File: config.mk
export PLATFORM = sky130hd
export DESIGN_NAME = hfem_top
export DESIGN_NICKNAME = d
export VERILOG_FILES = /design/src/core/hfem_pkg.sv /design/src/core/hfem_pulse_if.sv /design/src/core/hfem_top.sv /design/src/core/hfem_quad.sv /design/src/core/hfem_scale.sv
export SDC_FILE = /design/constraint.sdc
export NUM_CORES = 1
export LEC_CHECK = 0
export ABC_AREA = 1
export ABC_CLOCK_PERIOD_IN_PS = 23500
export BUFFER_PORTS_ARGS = -buffer_cell sky130_fd_sc_hd__buf_2
export CAP_MARGIN = 20
export CORE_MARGIN = 10
export CORE_UTILIZATION = 37
export DETAILED_ROUTE_END_ITERATION = 12
export REMOVE_ABC_BUFFERS = 1
export SYNTH_ARGS = -nofsm -noshare
export SYNTH_HDL_FRONTEND = slang
export SYNTH_SLANG_ARGS = --single-unit
File: constraint.sdc
create_clock -name sys_clk -period 23.5 [get_ports sys_clk]
set_input_delay 3.525 -clock sys_clk [delete_from_list [all_inputs] [get_ports sys_clk]]
set_output_delay 3.525 -clock sys_clk [all_outputs]
set_load 0.02 [all_outputs]
File: src/core/hfem_pkg.sv
// Purpose: Shared constants of the hybrid feedback error monitor
// Assumes: Word registers on AHB-Lite, byte address = 4 x index
// Notes: Indices kept as printed; status and readback indices added
package hfem_pkg;
	// Register indices
	localparam logic [15:0] IDX_NUM = 16'h3324;
	localparam logic [15:0] IDX_DEN = 16'h3325;
	localparam logic [15:0] IDX_INV = 16'h3326;
	localparam logic [15:0] IDX_ZOFF = 16'h3327;
	localparam logic [15:0] IDX_LIM = 16'h3328;
	localparam logic [15:0] IDX_ROT = 16'h3329;
	localparam logic [15:0] IDX_STAT = 16'h3330;
	localparam logic [15:0] IDX_DEV = 16'h3331;
	// Status field positions
	localparam int ST_HERR = 0;
	localparam int ST_ZBRK = 1;
	// Reset values and setting ranges
	localparam logic [27:0] LIM_RST = 28'h0003E80;
	localparam logic [27:0] LIM_MAX = 28'h8000000;
	localparam logic [6:0] ROT_MAX = 7'h64;
	localparam logic [20:0] NUM_MAX = 21'h100000;
	localparam logic [20:0] DEN_RST = 21'h002710;
	// Default counts per motor turn and index search window
	localparam int unsigned MOT_RES_DEF = 1048576;
	localparam int unsigned ZWIN_DEF = 4194304;
endpackage : hfem_pkg

File: src/core/hfem_pulse_if.sv
// Purpose: Signed pulse stream between monitor blocks
// Assumes: One-cycle step strobe, dir high counts up
// Notes: None
`timescale 1ns/10ps
`default_nettype none
interface hfem_pulse_if;
	logic step; // One-cycle count strobe
	logic dir; // High counts up
	modport src (output step, output dir);
	modport snk (input step, input dir);
endinterface : hfem_pulse_if
`default_nettype wire

File: src/core/hfem_top.sv
// Purpose: Hybrid deviation monitor between motor and load encoders
// Assumes: AHB-Lite slave alone on its bus; pulse inputs synchronous
// Notes: Reads take one wait state, writes none
//
// Design decision made here: the AHB-Lite register port.
`timescale 1ns/10ps
`default_nettype none
module hfem_top #(
	parameter int unsigned MOT_RES = hfem_pkg::MOT_RES_DEF, // Motor counts per turn
	parameter int unsigned ZWIN = hfem_pkg::ZWIN_DEF // Load counts per index
) (
	// Clock and reset
	input wire logic sys_clk,
	input wire logic rst,
	// AHB-Lite slave
	input wire logic hsel,
	input wire logic [31:0] haddr,
	input wire logic [1:0] htrans,
	input wire logic hwrite,
	input wire logic [2:0] hsize,
	input wire logic [31:0] hwdata,
	input wire logic hready,
	output logic hreadyout,
	output logic hresp,
	output logic [31:0] hrdata,
	// Motor encoder pulses
	input wire logic mot_step,
	input wire logic mot_dir,
	// Load encoder lines
	input wire logic ext_a,
	input wire logic ext_b,
	input wire logic ext_z,
	// Error flags
	output logic hyb_err,
	output logic z_break
);
	////////////////////////////////////////////////////////////////////////////
	// State
	typedef struct packed {
		logic inv; // Load direction reversal
		logic zoff; // Index check disable
		logic [27:0] lim; // Allowed difference
		logic [6:0] rot; // Rotations between clears
		logic [20:0] num; // Ratio numerator
		logic [20:0] den; // Ratio denominator
		logic signed [31:0] dev; // Hybrid difference
		logic herr; // Excess deviation flag
		logic zbrk; // Index loss flag
		logic [31:0] pcnt; // Motor counts in this turn
		logic [6:0] rcnt; // Turns since last clear
		logic wr_p; // Write data phase pending
		logic rd_p; // Read wait pending
		logic [15:0] idx; // Captured register index
		logic [31:0] rdata; // Read data
	} hfem_top_t;
	hfem_top_t s_r, s_nxt;

	hfem_pulse_if q_if (); // Decoded load pulses
	hfem_pulse_if s_if (); // Direction-corrected load pulses
	hfem_pulse_if o_if (); // Scaled load pulses

	logic zb; // Index loss event
	logic take; // Address phase accepted
	logic clr; // Periodic clear event
	logic over; // Difference beyond limit
	logic [31:0] dabs; // Magnitude of difference
	logic [20:0] enum_v; // Effective numerator
	logic signed [31:0] dlt; // Difference change this cycle
	logic [1:0] stat_wr; // Write-one-clear strobes for the status flags

	////////////////////////////////////////////////////////////////////////////
	// Sub-blocks
	// Quadrature decode and index-loss watch on the load encoder
	hfem_quad #(.ZWIN(ZWIN)) u_quad (
		.sys_clk(sys_clk),
		.rst(rst),
		.ext_a(ext_a),
		.ext_b(ext_b),
		.ext_z(ext_z),
		.chk_en(!s_r.zoff),
		.q(q_if.src),
		.zbrk(zb)
	);

	// Counting up is counterclockwise unless reversed
	assign s_if.step = q_if.step;
	assign s_if.dir = q_if.dir ^ s_r.inv;

	// Ratio scaling of the corrected load stream
	hfem_scale u_scale (
		.sys_clk(sys_clk),
		.rst(rst),
		.num(enum_v),
		.den(s_r.den),
		.i(s_if.snk),
		.o(o_if.src)
	);

	////////////////////////////////////////////////////////////////////////////
	// Read decode
	function automatic logic [31:0] rd_mux(input hfem_top_t s);
		logic [31:0] v;
		v = 32'h00000000;
		unique case (s.idx)
			hfem_pkg::IDX_NUM: v = {11'h000, s.num};
			hfem_pkg::IDX_DEN: v = {11'h000, s.den};
			hfem_pkg::IDX_INV: v = {31'h00000000, s.inv};
			hfem_pkg::IDX_ZOFF: v = {31'h00000000, s.zoff};
			hfem_pkg::IDX_LIM: v = {4'h0, s.lim};
			hfem_pkg::IDX_ROT: v = {25'h0000000, s.rot};
			hfem_pkg::IDX_STAT: v = {30'h00000000, s.zbrk, s.herr};
			hfem_pkg::IDX_DEV: v = s.dev;
			default: v = 32'h00000000;
		endcase
		return v;
	endfunction : rd_mux

	////////////////////////////////////////////////////////////////////////////
	// Next state
	always_comb begin
		s_nxt = s_r;
		// Zero numerator takes the motor resolution
		enum_v = (s_r.num == 21'h000000) ? 21'(MOT_RES) : s_r.num;
		take = hsel && htrans[1] && hready;
		// Status write-one-clear strobes, bit order as in the status word
		stat_wr = (s_r.wr_p && (s_r.idx == hfem_pkg::IDX_STAT))
			? {hwdata[hfem_pkg::ST_ZBRK], hwdata[hfem_pkg::ST_HERR]} : 2'h0;
		// Magnitude compare against the limit
		dabs = s_r.dev[31] ? 32'(-s_r.dev) : 32'(s_r.dev);
		over = dabs > {4'h0, s_r.lim};
		// Motor counts up on counterclockwise, load scaled pulses subtract
		dlt = 32'sh00000000;
		// Both encoders counting the same way in one cycle leaves the difference unchanged
		if (mot_step) begin
			dlt = mot_dir ? dlt + 32'sh00000001 : dlt - 32'sh00000001;
		end
		if (o_if.step) begin
			dlt = o_if.dir ? dlt - 32'sh00000001 : dlt + 32'sh00000001;
		end
		// Whole-turn tracking for the periodic clear
		// Travel in either direction advances the turn count
		clr = mot_step && (s_r.rot != 7'h00) && (s_r.pcnt == 32'(MOT_RES - 1))
			&& (s_r.rcnt == s_r.rot - 7'h01);
		if (s_r.rot == 7'h00) begin
			s_nxt.pcnt = 32'h00000000;
			s_nxt.rcnt = 7'h00;
		end else if (mot_step) begin
			if (s_r.pcnt == 32'(MOT_RES - 1)) begin
				s_nxt.pcnt = 32'h00000000;
				s_nxt.rcnt = clr ? 7'h00 : s_r.rcnt + 7'h01;
			end else begin
				s_nxt.pcnt = s_r.pcnt + 32'h00000001;
			end
		end
		// Difference update or clear
		if (clr) begin
			s_nxt.dev = 32'sh00000000;
		end else begin
			s_nxt.dev = s_r.dev + dlt;
		end
		// Bus data phase: writes
		s_nxt.wr_p = take && hwrite;
		s_nxt.rd_p = take && !hwrite;
		if (take) begin
			s_nxt.idx = haddr[17:2];
		end
		// Out-of-range settings clamp rather than being refused, so a stray
		// write still leaves a usable limit and ratio behind
		if (s_r.wr_p) begin
			unique case (s_r.idx)
				hfem_pkg::IDX_NUM: begin
					s_nxt.num = (hwdata > {11'h000, hfem_pkg::NUM_MAX})
						? hfem_pkg::NUM_MAX : hwdata[20:0];
				end
				hfem_pkg::IDX_DEN: begin
					if (hwdata == 32'h00000000) begin
						s_nxt.den = 21'h000001;
					end else if (hwdata > {11'h000, hfem_pkg::NUM_MAX}) begin
						s_nxt.den = hfem_pkg::NUM_MAX;
					end else begin
						s_nxt.den = hwdata[20:0];
					end
				end
				hfem_pkg::IDX_INV: s_nxt.inv = hwdata[0];
				hfem_pkg::IDX_ZOFF: s_nxt.zoff = hwdata[0];
				hfem_pkg::IDX_LIM: begin
					if (hwdata == 32'h00000000) begin
						s_nxt.lim = 28'h0000001;
					end else if (hwdata > {4'h0, hfem_pkg::LIM_MAX}) begin
						s_nxt.lim = hfem_pkg::LIM_MAX;
					end else begin
						s_nxt.lim = hwdata[27:0];
					end
				end
				hfem_pkg::IDX_ROT: begin
					s_nxt.rot = (hwdata > {25'h0000000, hfem_pkg::ROT_MAX})
						? hfem_pkg::ROT_MAX : hwdata[6:0];
					s_nxt.pcnt = 32'h00000000;
					s_nxt.rcnt = 7'h00;
				end
				hfem_pkg::IDX_STAT: begin
					// Write one clears a flag
					if (hwdata[hfem_pkg::ST_HERR]) begin
						s_nxt.herr = 1'b0;
					end
					if (hwdata[hfem_pkg::ST_ZBRK]) begin
						s_nxt.zbrk = 1'b0;
					end
				end
				default: begin
					// Unmapped or read-only: ignored
				end
			endcase
		end
		// Events set after the clear so that a set wins
		if (over) begin
			s_nxt.herr = 1'b1;
		end
		if (zb) begin
			s_nxt.zbrk = 1'b1;
		end
		// Bus data phase: reads load data during the wait cycle
		if (s_r.rd_p) begin
			s_nxt.rdata = rd_mux(s_r);
		end
	end

	////////////////////////////////////////////////////////////////////////////
	// State register
	// Limit and denominator leave reset at their defaults, all else at zero
	always_ff @(posedge sys_clk or posedge rst) begin
		if (rst) begin
			s_r <= '0;
			s_r.lim <= hfem_pkg::LIM_RST;
			s_r.den <= hfem_pkg::DEN_RST;
		end else begin
			s_r <= s_nxt;
		end
	end

	////////////////////////////////////////////////////////////////////////////
	// Outputs
	// Sticky flags and read data come straight from flip-flops
	// Transfer size is not decoded: every register is one whole word
	assign hreadyout = !s_r.rd_p; // One wait state on reads
	assign hresp = 1'b0; // Always OKAY
	assign hrdata = s_r.rdata;
	assign hyb_err = s_r.herr;
	assign z_break = s_r.zbrk;
endmodule : hfem_top
`default_nettype wire

File: src/core/hfem_quad.sv
// Purpose: Quadrature decode of the load encoder with index loss check
// Assumes: A, B, Z synchronous to sys_clk
// Notes: Up count when A leads B
`timescale 1ns/10ps
`default_nettype none
module hfem_quad #(
	parameter int unsigned ZWIN = hfem_pkg::ZWIN_DEF
) (
	// Clock and reset
	input wire logic sys_clk,
	input wire logic rst,
	// Encoder lines
	input wire logic ext_a,
	input wire logic ext_b,
	input wire logic ext_z,
	// Control and result
	input wire logic chk_en,
	hfem_pulse_if.src q,
	output logic zbrk
);
	typedef struct packed {
		logic pa; // Previous A
		logic pb; // Previous B
		logic pz; // Previous Z
		logic [31:0] cnt; // Counts since last index
	} hfem_quad_t;
	hfem_quad_t s_r, s_nxt;
	// Decode, window count and index check
	always_comb begin
		s_nxt = s_r;
		s_nxt.pa = ext_a;
		s_nxt.pb = ext_b;
		s_nxt.pz = ext_z;
		q.step = (ext_a ^ s_r.pa) ^ (ext_b ^ s_r.pb);
		q.dir = ext_a ^ s_r.pb;
		zbrk = chk_en && (s_r.cnt >= 32'(ZWIN));
		if (ext_z && !s_r.pz || zbrk || !chk_en) begin
			s_nxt.cnt = 32'h00000000;
		end else if (q.step) begin
			s_nxt.cnt = s_r.cnt + 32'h00000001;
		end
	end
	// State register
	always_ff @(posedge sys_clk or posedge rst) begin
		if (rst) begin
			s_r <= '0;
		end else begin
			s_r <= s_nxt;
		end
	end
endmodule : hfem_quad
`default_nettype wire

File: src/core/hfem_scale.sv
// Purpose: Ratio scaler from load pulses to motor-equivalent pulses
// Assumes: den nonzero
// Notes: Emits at most one pulse a cycle; remainder stays in the accumulator
`timescale 1ns/10ps
`default_nettype none
module hfem_scale (
	// Clock and reset
	input wire logic sys_clk,
	input wire logic rst,
	// Ratio
	input wire logic [20:0] num,
	input wire logic [20:0] den,
	// Streams
	hfem_pulse_if.snk i,
	hfem_pulse_if.src o
);
	typedef struct packed {
		logic signed [31:0] acc; // Scaled backlog
	} hfem_scale_t;
	hfem_scale_t s_r, s_nxt;
	logic signed [31:0] sum;
	logic signed [31:0] dn;
	// Add num per input pulse, drain den per output pulse
	always_comb begin
		dn = signed'({11'h000, den});
		sum = s_r.acc;
		if (i.step) begin
			sum = i.dir ? s_r.acc + signed'({11'h000, num})
				: s_r.acc - signed'({11'h000, num});
		end
		s_nxt.acc = sum;
		o.step = 1'b0;
		o.dir = 1'b0;
		if (sum >= dn) begin
			o.step = 1'b1;
			o.dir = 1'b1;
			s_nxt.acc = sum - dn;
		end else if (sum <= -dn) begin
			o.step = 1'b1;
			s_nxt.acc = sum + dn;
		end
	end
	// State register
	always_ff @(posedge sys_clk or posedge rst) begin
		if (rst) begin
			s_r <= '0;
		end else begin
			s_r <= s_nxt;
		end
	end
endmodule : hfem_scale
`default_nettype wire

==> results of run 1 <==
[power by group]
| group | internal (W) | switching [W] | total, W |
|---|---|---|---|
| logic | 0.000900 | 0.00165 | 0.00255 |
| clock network | 0.000312 | 0.000226 | 0.000538 |
| registers | 0.000563 | 0.0000664 | 0.000630 |
| total | 0.00178 | 0.00194 | 0.00372 |
[flip-flops by register name (all words and copies together), names as in the netlist]
name         flops
s_r            168
u_quad.s_r      35
z_break          1
hrdata          32
hyb_err          1
u_scale.s_r     32
[critical path: cells and delay by family]
family	cells	cell delay, ns
simple gates	21	2.92
compound gates	10	2.43
fa+ha+maj	6	2.40
buf+inv	9	1.57
xor+xnor	3	0.59
[cells in the final DEF, fill, tap and decap left out, drive strengths merged, types with 3 or more instances in the layout]
master / netlist / routed
nand3b: 5 / 5
inv: 438 / 442
fa: 10 / 10
a21boi: 3 / 3
ha: 173 / 173
nor4: 24 / 24
o21bai: 5 / 5
or2: 17 / 17
a211oi: 5 / 5
buf: 54 / 107
clkinvlp: 0 / 4
a221oi: 8 / 8
o221ai: 17 / 17
a21o: 4 / 4
xnor2: 40 / 40
o31ai: 11 / 11
nor2: 306 / 306
nor3: 93 / 93
o22ai: 42 / 42
mux2: 12 / 12
nand4: 45 / 45
a21oi: 184 / 184
clkbuf: 66 / 42
nand2: 769 / 769
conb: 1 / 10
o21ai: 218 / 218
clkinv: 0 / 8
o211ai: 10 / 10
xor2: 130 / 130
or4: 3 / 3
dfstp: 11 / 11
a31oi: 24 / 24
nand3: 136 / 136
dfrtp: 258 / 258
o21a: 11 / 11
[per-stage QoR]
step	instances	util [%]	hold WS, ns
floorplan	3042	-	0.453
global placement	3921	39.0	0.459
detailed placement	3922	39.0	0.461
CTS	3982	40.9	0.477
global route	3982	40.9	0.494
finish	3982	40.9	0.471
[kinds of logic (layout without fill, tap and decap cells)]
logic type	Yosys count	count (layout)	share of synthesized area, %
AND/OR/NAND/NOR	1406	1406	26.7
buffers and inverters	558	605	10.3
AO/OA/AOI/OAI	554	554	14.4
flip-flops	269	269	30.5
adder cells (fa/ha/maj)	183	183	10.7
XOR/XNOR	170	170	6.74
multiplexers	12	12	0.612
other	1	10	0.0170
[how the worst max path moves through the flow]
stage	from	to	slack (ns)	cells past startpoint
after floorplan	ext_a	s_r[114]	12.39	47
final	ext_a	s_r[114]	10.45	49
after CTS	ext_a	s_r[114]	10.58	49
after global placement	ext_a	s_r[112]	10.03	47
after global routing	ext_a	s_r[112]	9.66	47
after detailed placement	ext_a	s_r[114]	10.02	49
[area by class of cell]
| class | count | area (um2) | area share [%] |
|---|---|---|---|
| repair buffers | 107 | 571 | 2.36 |
| clock buffers | 42 | 942 | 3.89 |
| inverters | 438 | 1650 | 6.83 |
| flip-flops and latches | 269 | 6750 | 27.9 |
| multi-input cells | 2335 | 13100 | 54.3 |
| well taps | 773 | 967 | 4.00 |
| clock inverters | 18 | 195 | 0.806 |
[routing by layer]
metal	track usage, %	part of all wire, %
met2	31.0	47
met1	23.4	46
met4	5.85	3.0
met5	0	0
met3	2.35	4.0
==> reports/metrics.yaml, run 1 <==
synthesis:
  synth_edf_count: 0
  ys_ff_latch: 269
  synthArstFlopShare_pct: 100
  synth_cell_type_count: 66
  synth_top_cells_by_area: "sky130_fd_sc_hd__dfrtp_1, sky130_fd_sc_hd__nand2_1, sky130_fd_sc_hd__ha_1"
  ys_top_cells_by_count: "sky130_fd_sc_hd__nand2_1, sky130_fd_sc_hd__inv_1, sky130_fd_sc_hd__nor2_1"
  synth_top_cell_area_share_pct: 29.2
  syn_inst: 3153
  synth_ff_type: "sky130_fd_sc_hd__dfrtp_1"
  ys_seq_area_share_pct: 30.5
  synth.cell_area_um2: 22100
  syn_avg_cell_area_um2: 7.01
  synth.largest_area_cell: "sky130_fd_sc_hd__dfrtp_1"
  synth_most_common_cell: "sky130_fd_sc_hd__nand2_1"
  number_of_warnings_printed_during_yosys_synthesis: 0
layout:
  area_delta_synth_final_pct: 9.56
  design.final.nets: 3448
  antenna_cells_inserted: 0
  fillerInstances: 6265
  layout.cell_area.non_filler_um2: 24200
  layout-drive-gt1-share_pct: 7.35
placement:
  port_buffers: 93
  pre_cts_ws_ns: 10.02
  final_hpwl_from_detailed_placement_um: 51200
  placer_congestion_estimate: 0.931
  postPlaceCellArea_um2: 23100
power_and_ir_drop:
  post-layout-total-power_w: 0.00372
  vdd_ir_drop_max_v: 0.000112
  cellPowerDensity_nw_per_um2: 154
  cellLeakagePower_nw: 12.4
setup_path:
  critical_path.max_fanout: 37
  timing.setup.critical_path_class: "input port to flip-flop"
  crit-reg2reg-capture: "s_r[114]"
  crit_path_end_kind: "flip-flop"
  critPathArrivalTime_ns: 13.49
  worstRegToRegCells: 54
  worst_path_max_delay_cell: "sky130_fd_sc_hd__o21ai_0"
  cp_data_required_time_ns: 23.94
  timing.critical_path.mode_cell: "sky130_fd_sc_hd__nand2_1"
  setup_slack_of_the_most_critical_reg_to_reg_path_ns: 13.08
  crit-reg2reg-launch: "s_r[144]"
  critPathLaunchType: "input port"
  cpPeakStageDelay_ns: 0.56
worst_hold_path:
  min_delay_worst_type: "flip-flop to flip-flop"
  min_to: "hrdata[24]"
  hold-path-cell-count: 2
  worst_hold_startpoint: "hrdata[24]"
timing:
  finalClockSkew_ns: 0.0169
  hold_viol: 0
  max-slew-margin-rel_pct: 30.2
  final.setup.tns_ns: 0
  final.min_clock_period_ns: 13.05
  max_freq_mhz: 76.7
  final.period_utilization_pct: 55.5
  setup_viol_count_final: 0
  rsz_0062_raised_after_global_routing: "no"
  final_count_of_pins_violating_max_slew: 0
  post-route-worst-setup-slack_ns: 10.45
  worst_pin_slew_ns: 1.04
job:
  maxCapViolCount: 0
clock_tree:
  clock-root-buffer: "sky130_fd_sc_hd__clkbuf_16"
  cts_made_buffers: 35
  cts_hold_buffers: 0
  cts_resized: 0
  clock_insertion_delay_worst_skew_ns: 0.56
  clock_tree.buffer_depth: 3
  post_cts_setup_repair_buffer_count: 0
  clock_pin_slew_reported_for_the_worst_setup_and_hold_paths_after_clock_tree_synthesis_ns: 0.06
  tritoncts_num_sinks: 269
  tritoncts: "built"
  htreeDepth: 2
global_routing:
  grt_start_max_net_pins: 81
  wire_length_of_the_first_global_routing_pass_um: 104000
  groute.usage.overall_pct: 18.1
  first_global_vias: 19800
  antenna_found_initial: 2
  grt-ovfl-total: 0
route:
  dr.pass1.iters: 5
  drc: 0
  num_vias: 20200
  routed_wire_length_per_instance_um: 16.2
  route.final.wire_length_um: 64600
  vias_per_cell: 5.07
  antenna_left: 0
  initial_detailed_routing_violation_count: 1247
status:
  status: "completed"
floorplan:
  ioPinCount: 115
  core_um2: 59100
  initial_core_util_pct: 37.4
  rows: 89
  dieHeight_um: 264
  die_area_um2: 69900
  die_width_um: 264
Note: power is estimated with default switching activity, not from simulation.
==> inputs of run 2 (changes only) <==
Settings changed: ABC_CLOCK_PERIOD_IN_PS 23500 to 11100.
Clock period 23.5 ns to 11.1 ns, I/O delays scaled along.
==> reports/metrics.yaml, run 2 (synthesis results as in run 1) <==
status:
  status: "completed"
clock_tree:
  htreeDepth: 2
  tritoncts_num_sinks: 269
  clock-root-buffer: "sky130_fd_sc_hd__clkbuf_16"
  cts_made_buffers: 35
  clock_tree.buffer_depth: 3
  post_cts_setup_repair_buffer_count: 0
  cts_hold_buffers: 0
  clock_pin_slew_reported_for_the_worst_setup_and_hold_paths_after_clock_tree_synthesis_ns: 0.06
  cts_resized: 0
  clock_insertion_delay_worst_skew_ns: 0.57
  tritoncts: "built"
power_and_ir_drop:
  switching_power_w: 0.00419
  power_frac_comb_pct: 69.5
  cellLeakagePower_nw: 12.6
  seqPwrFrac_pct: 16.2
  swShare_pct: 51.0
  cellPowerDensity_nw_per_um2: 334
  p_int_w: 0.00403
  clockPowerShare_pct: 14.2
  vdd_ir_drop_max_v: 0.000262
setup_path:
  crit-reg2reg-capture: "s_r[112]"
  critical_path.max_fanout: 20
  critPathLaunchType: "input port"
  cpPeakStageDelay_ns: 0.43
  worstRegToRegCells: 50
  critPathCapture: "s_r[112]"
  setup.worst_path.start: "ext_a"
  worst-path-buf-inv: 8
  critPathTopFamily: "compound AO/OA/AOI/OAI gates"
  crit-reg2reg-launch: "s_r[144]"
  timing.critical_path.mode_cell: "sky130_fd_sc_hd__nand2_1"
  setup_slack_of_the_most_critical_reg_to_reg_path_ns: 1.95
  timing.setup.critical_path_class: "input port to flip-flop"
  cp_data_required_time_ns: 11.53
  crit_path_end_kind: "flip-flop"
  worst_path_max_delay_cell: "sky130_fd_sc_hd__fa_1"
  critPathArrivalTime_ns: 10.25
  cp.depth: 46
global_routing:
  grt-ovfl-total: 0
  antenna_found_initial: 5
  first_global_vias: 19600
  grt_start_max_net_pins: 142
  wire_length_of_the_first_global_routing_pass_um: 103000
  groute.usage.overall_pct: 18.2
layout:
  final_common_cell: "sky130_fd_sc_hd__nand2_1"
  largest_register: "s_r"
  largest_register_ff_count: 168
  top_regs: "s_r (168), u_quad.s_r (35)"
  layout-drive-gt1-share_pct: 8.55
  fillerInstances: 6200
  design.final.nets: 3489
  layout.cell_area.non_filler_um2: 24600
  layout_common_cells: "sky130_fd_sc_hd__nand2_1, sky130_fd_sc_hd__inv_1, sky130_fd_sc_hd__nor2_1"
  ff_latch_area_um2: 6750
  multi_input_comb_area_um2: 13100
  area_delta_synth_final_pct: 11.3
placement:
  pre_cts_ws_ns: 0.875
  final_hpwl_from_detailed_placement_um: 52000
  postPlaceCellArea_um2: 23400
  port_buffers: 93
  placer_congestion_estimate: 0.914
route:
  antenna_left: 0
  route.final.wire_length_um: 65200
  num_vias: 20300
  initial_detailed_routing_violation_count: 1263
  dr.pass1.iters: 5
  routed_wire_length_per_instance_um: 16.2
  drc: 0
  vias_per_cell: 5.04
worst_hold_path:
  min_delay_worst_type: "flip-flop to flip-flop"
  worst_hold_startpoint: "hrdata[3]"
  hold-path-cell-count: 2
timing:
  max-slew-margin-rel_pct: 30.5
  rsz_0062_raised_after_global_routing: "no"
  hold_viol: 0
  final.min_clock_period_ns: 9.83
  post-route-worst-setup-slack_ns: 1.27
  final_count_of_pins_violating_max_slew: 0
  final.period_utilization_pct: 88.5
  setup_viol_count_final: 0
  finalClockSkew_ns: 0.0315
  final.setup.tns_ns: 0
  whs_ns: 0.475
  max_freq_mhz: 102
  worst_pin_slew_ns: 1.03
job:
  maxCapViolCount: 0
floorplan:
  core_um2: 59100
  rows: 89
  initial_core_util_pct: 37.4
  die_width_um: 264
  ioPinCount: 115
  die_area_um2: 69900
  dieHeight_um: 264
run 2: metrics by stage:
stage | total power, W | std cells | utilization (%)
floorplan | 0.00546 | 3042 | -
global placement | 0.00696 | 3962 | 39.5
detailed placement | 0.00699 | 3962 | 39.5
CTS | 0.00821 | 4024 | 41.5
global route | 0.00910 | 4030 | 41.6
finish | 0.00822 | 4030 | 41.6
run 2: area by class of cell:
| type | instances | area share (%) |
|---|---|---|
| Sequential cell | 269 | 27.4 |
| Inverter | 438 | 6.73 |
| Antenna cell | 5 | 0.0509 |
| Clock inverter | 18 | 0.911 |
| Tap cell | 773 | 3.93 |
| Timing Repair Buffer | 148 | 3.60 |
| Clock buffer | 44 | 3.90 |
| Multi-Input combinational cell | 2335 | 53.4 |
run 2: power groups by stage:
stage | sequential, W | combinational, W | clock, W
after CTS | 0.00133 | 0.00568 | 0.00120
after global routing | 0.00135 | 0.00651 | 0.00124
after detailed placement | 0.00135 | 0.00565 | 0
after global placement | 0.00135 | 0.00562 | 0
after floorplan | 0.00130 | 0.00416 | 0
final | 0.00133 | 0.00572 | 0.00117
run 2: how the worst min path moves through the flow:
stage	endpoint
after global routing	hrdata[16]
after CTS	hrdata[0]
final	hrdata[3]
after global placement	hrdata[6]
after detailed placement	hrdata[0]
after floorplan	s_r[149]
run 2: layer usage:
metal  GRT usage (%)  wire length (um)
met5               0                 0
met4            5.98              1710
met3            2.06              2720
met2            31.0             31000
met1            23.5             29700
run 2: worst register-to-register path, delay by kind of cell, from the launching register on:
kind | cells | cell delay, ns
AO/OA/AOI/OAI | 10 | 2.46
XOR/XNOR | 1 | 0.15
adder cells (fa/ha/maj) | 3 | 0.97
buffers and inverters | 8 | 1.01
flip-flops | 1 | 0.42
AND/OR/NAND/NOR | 28 | 3.96
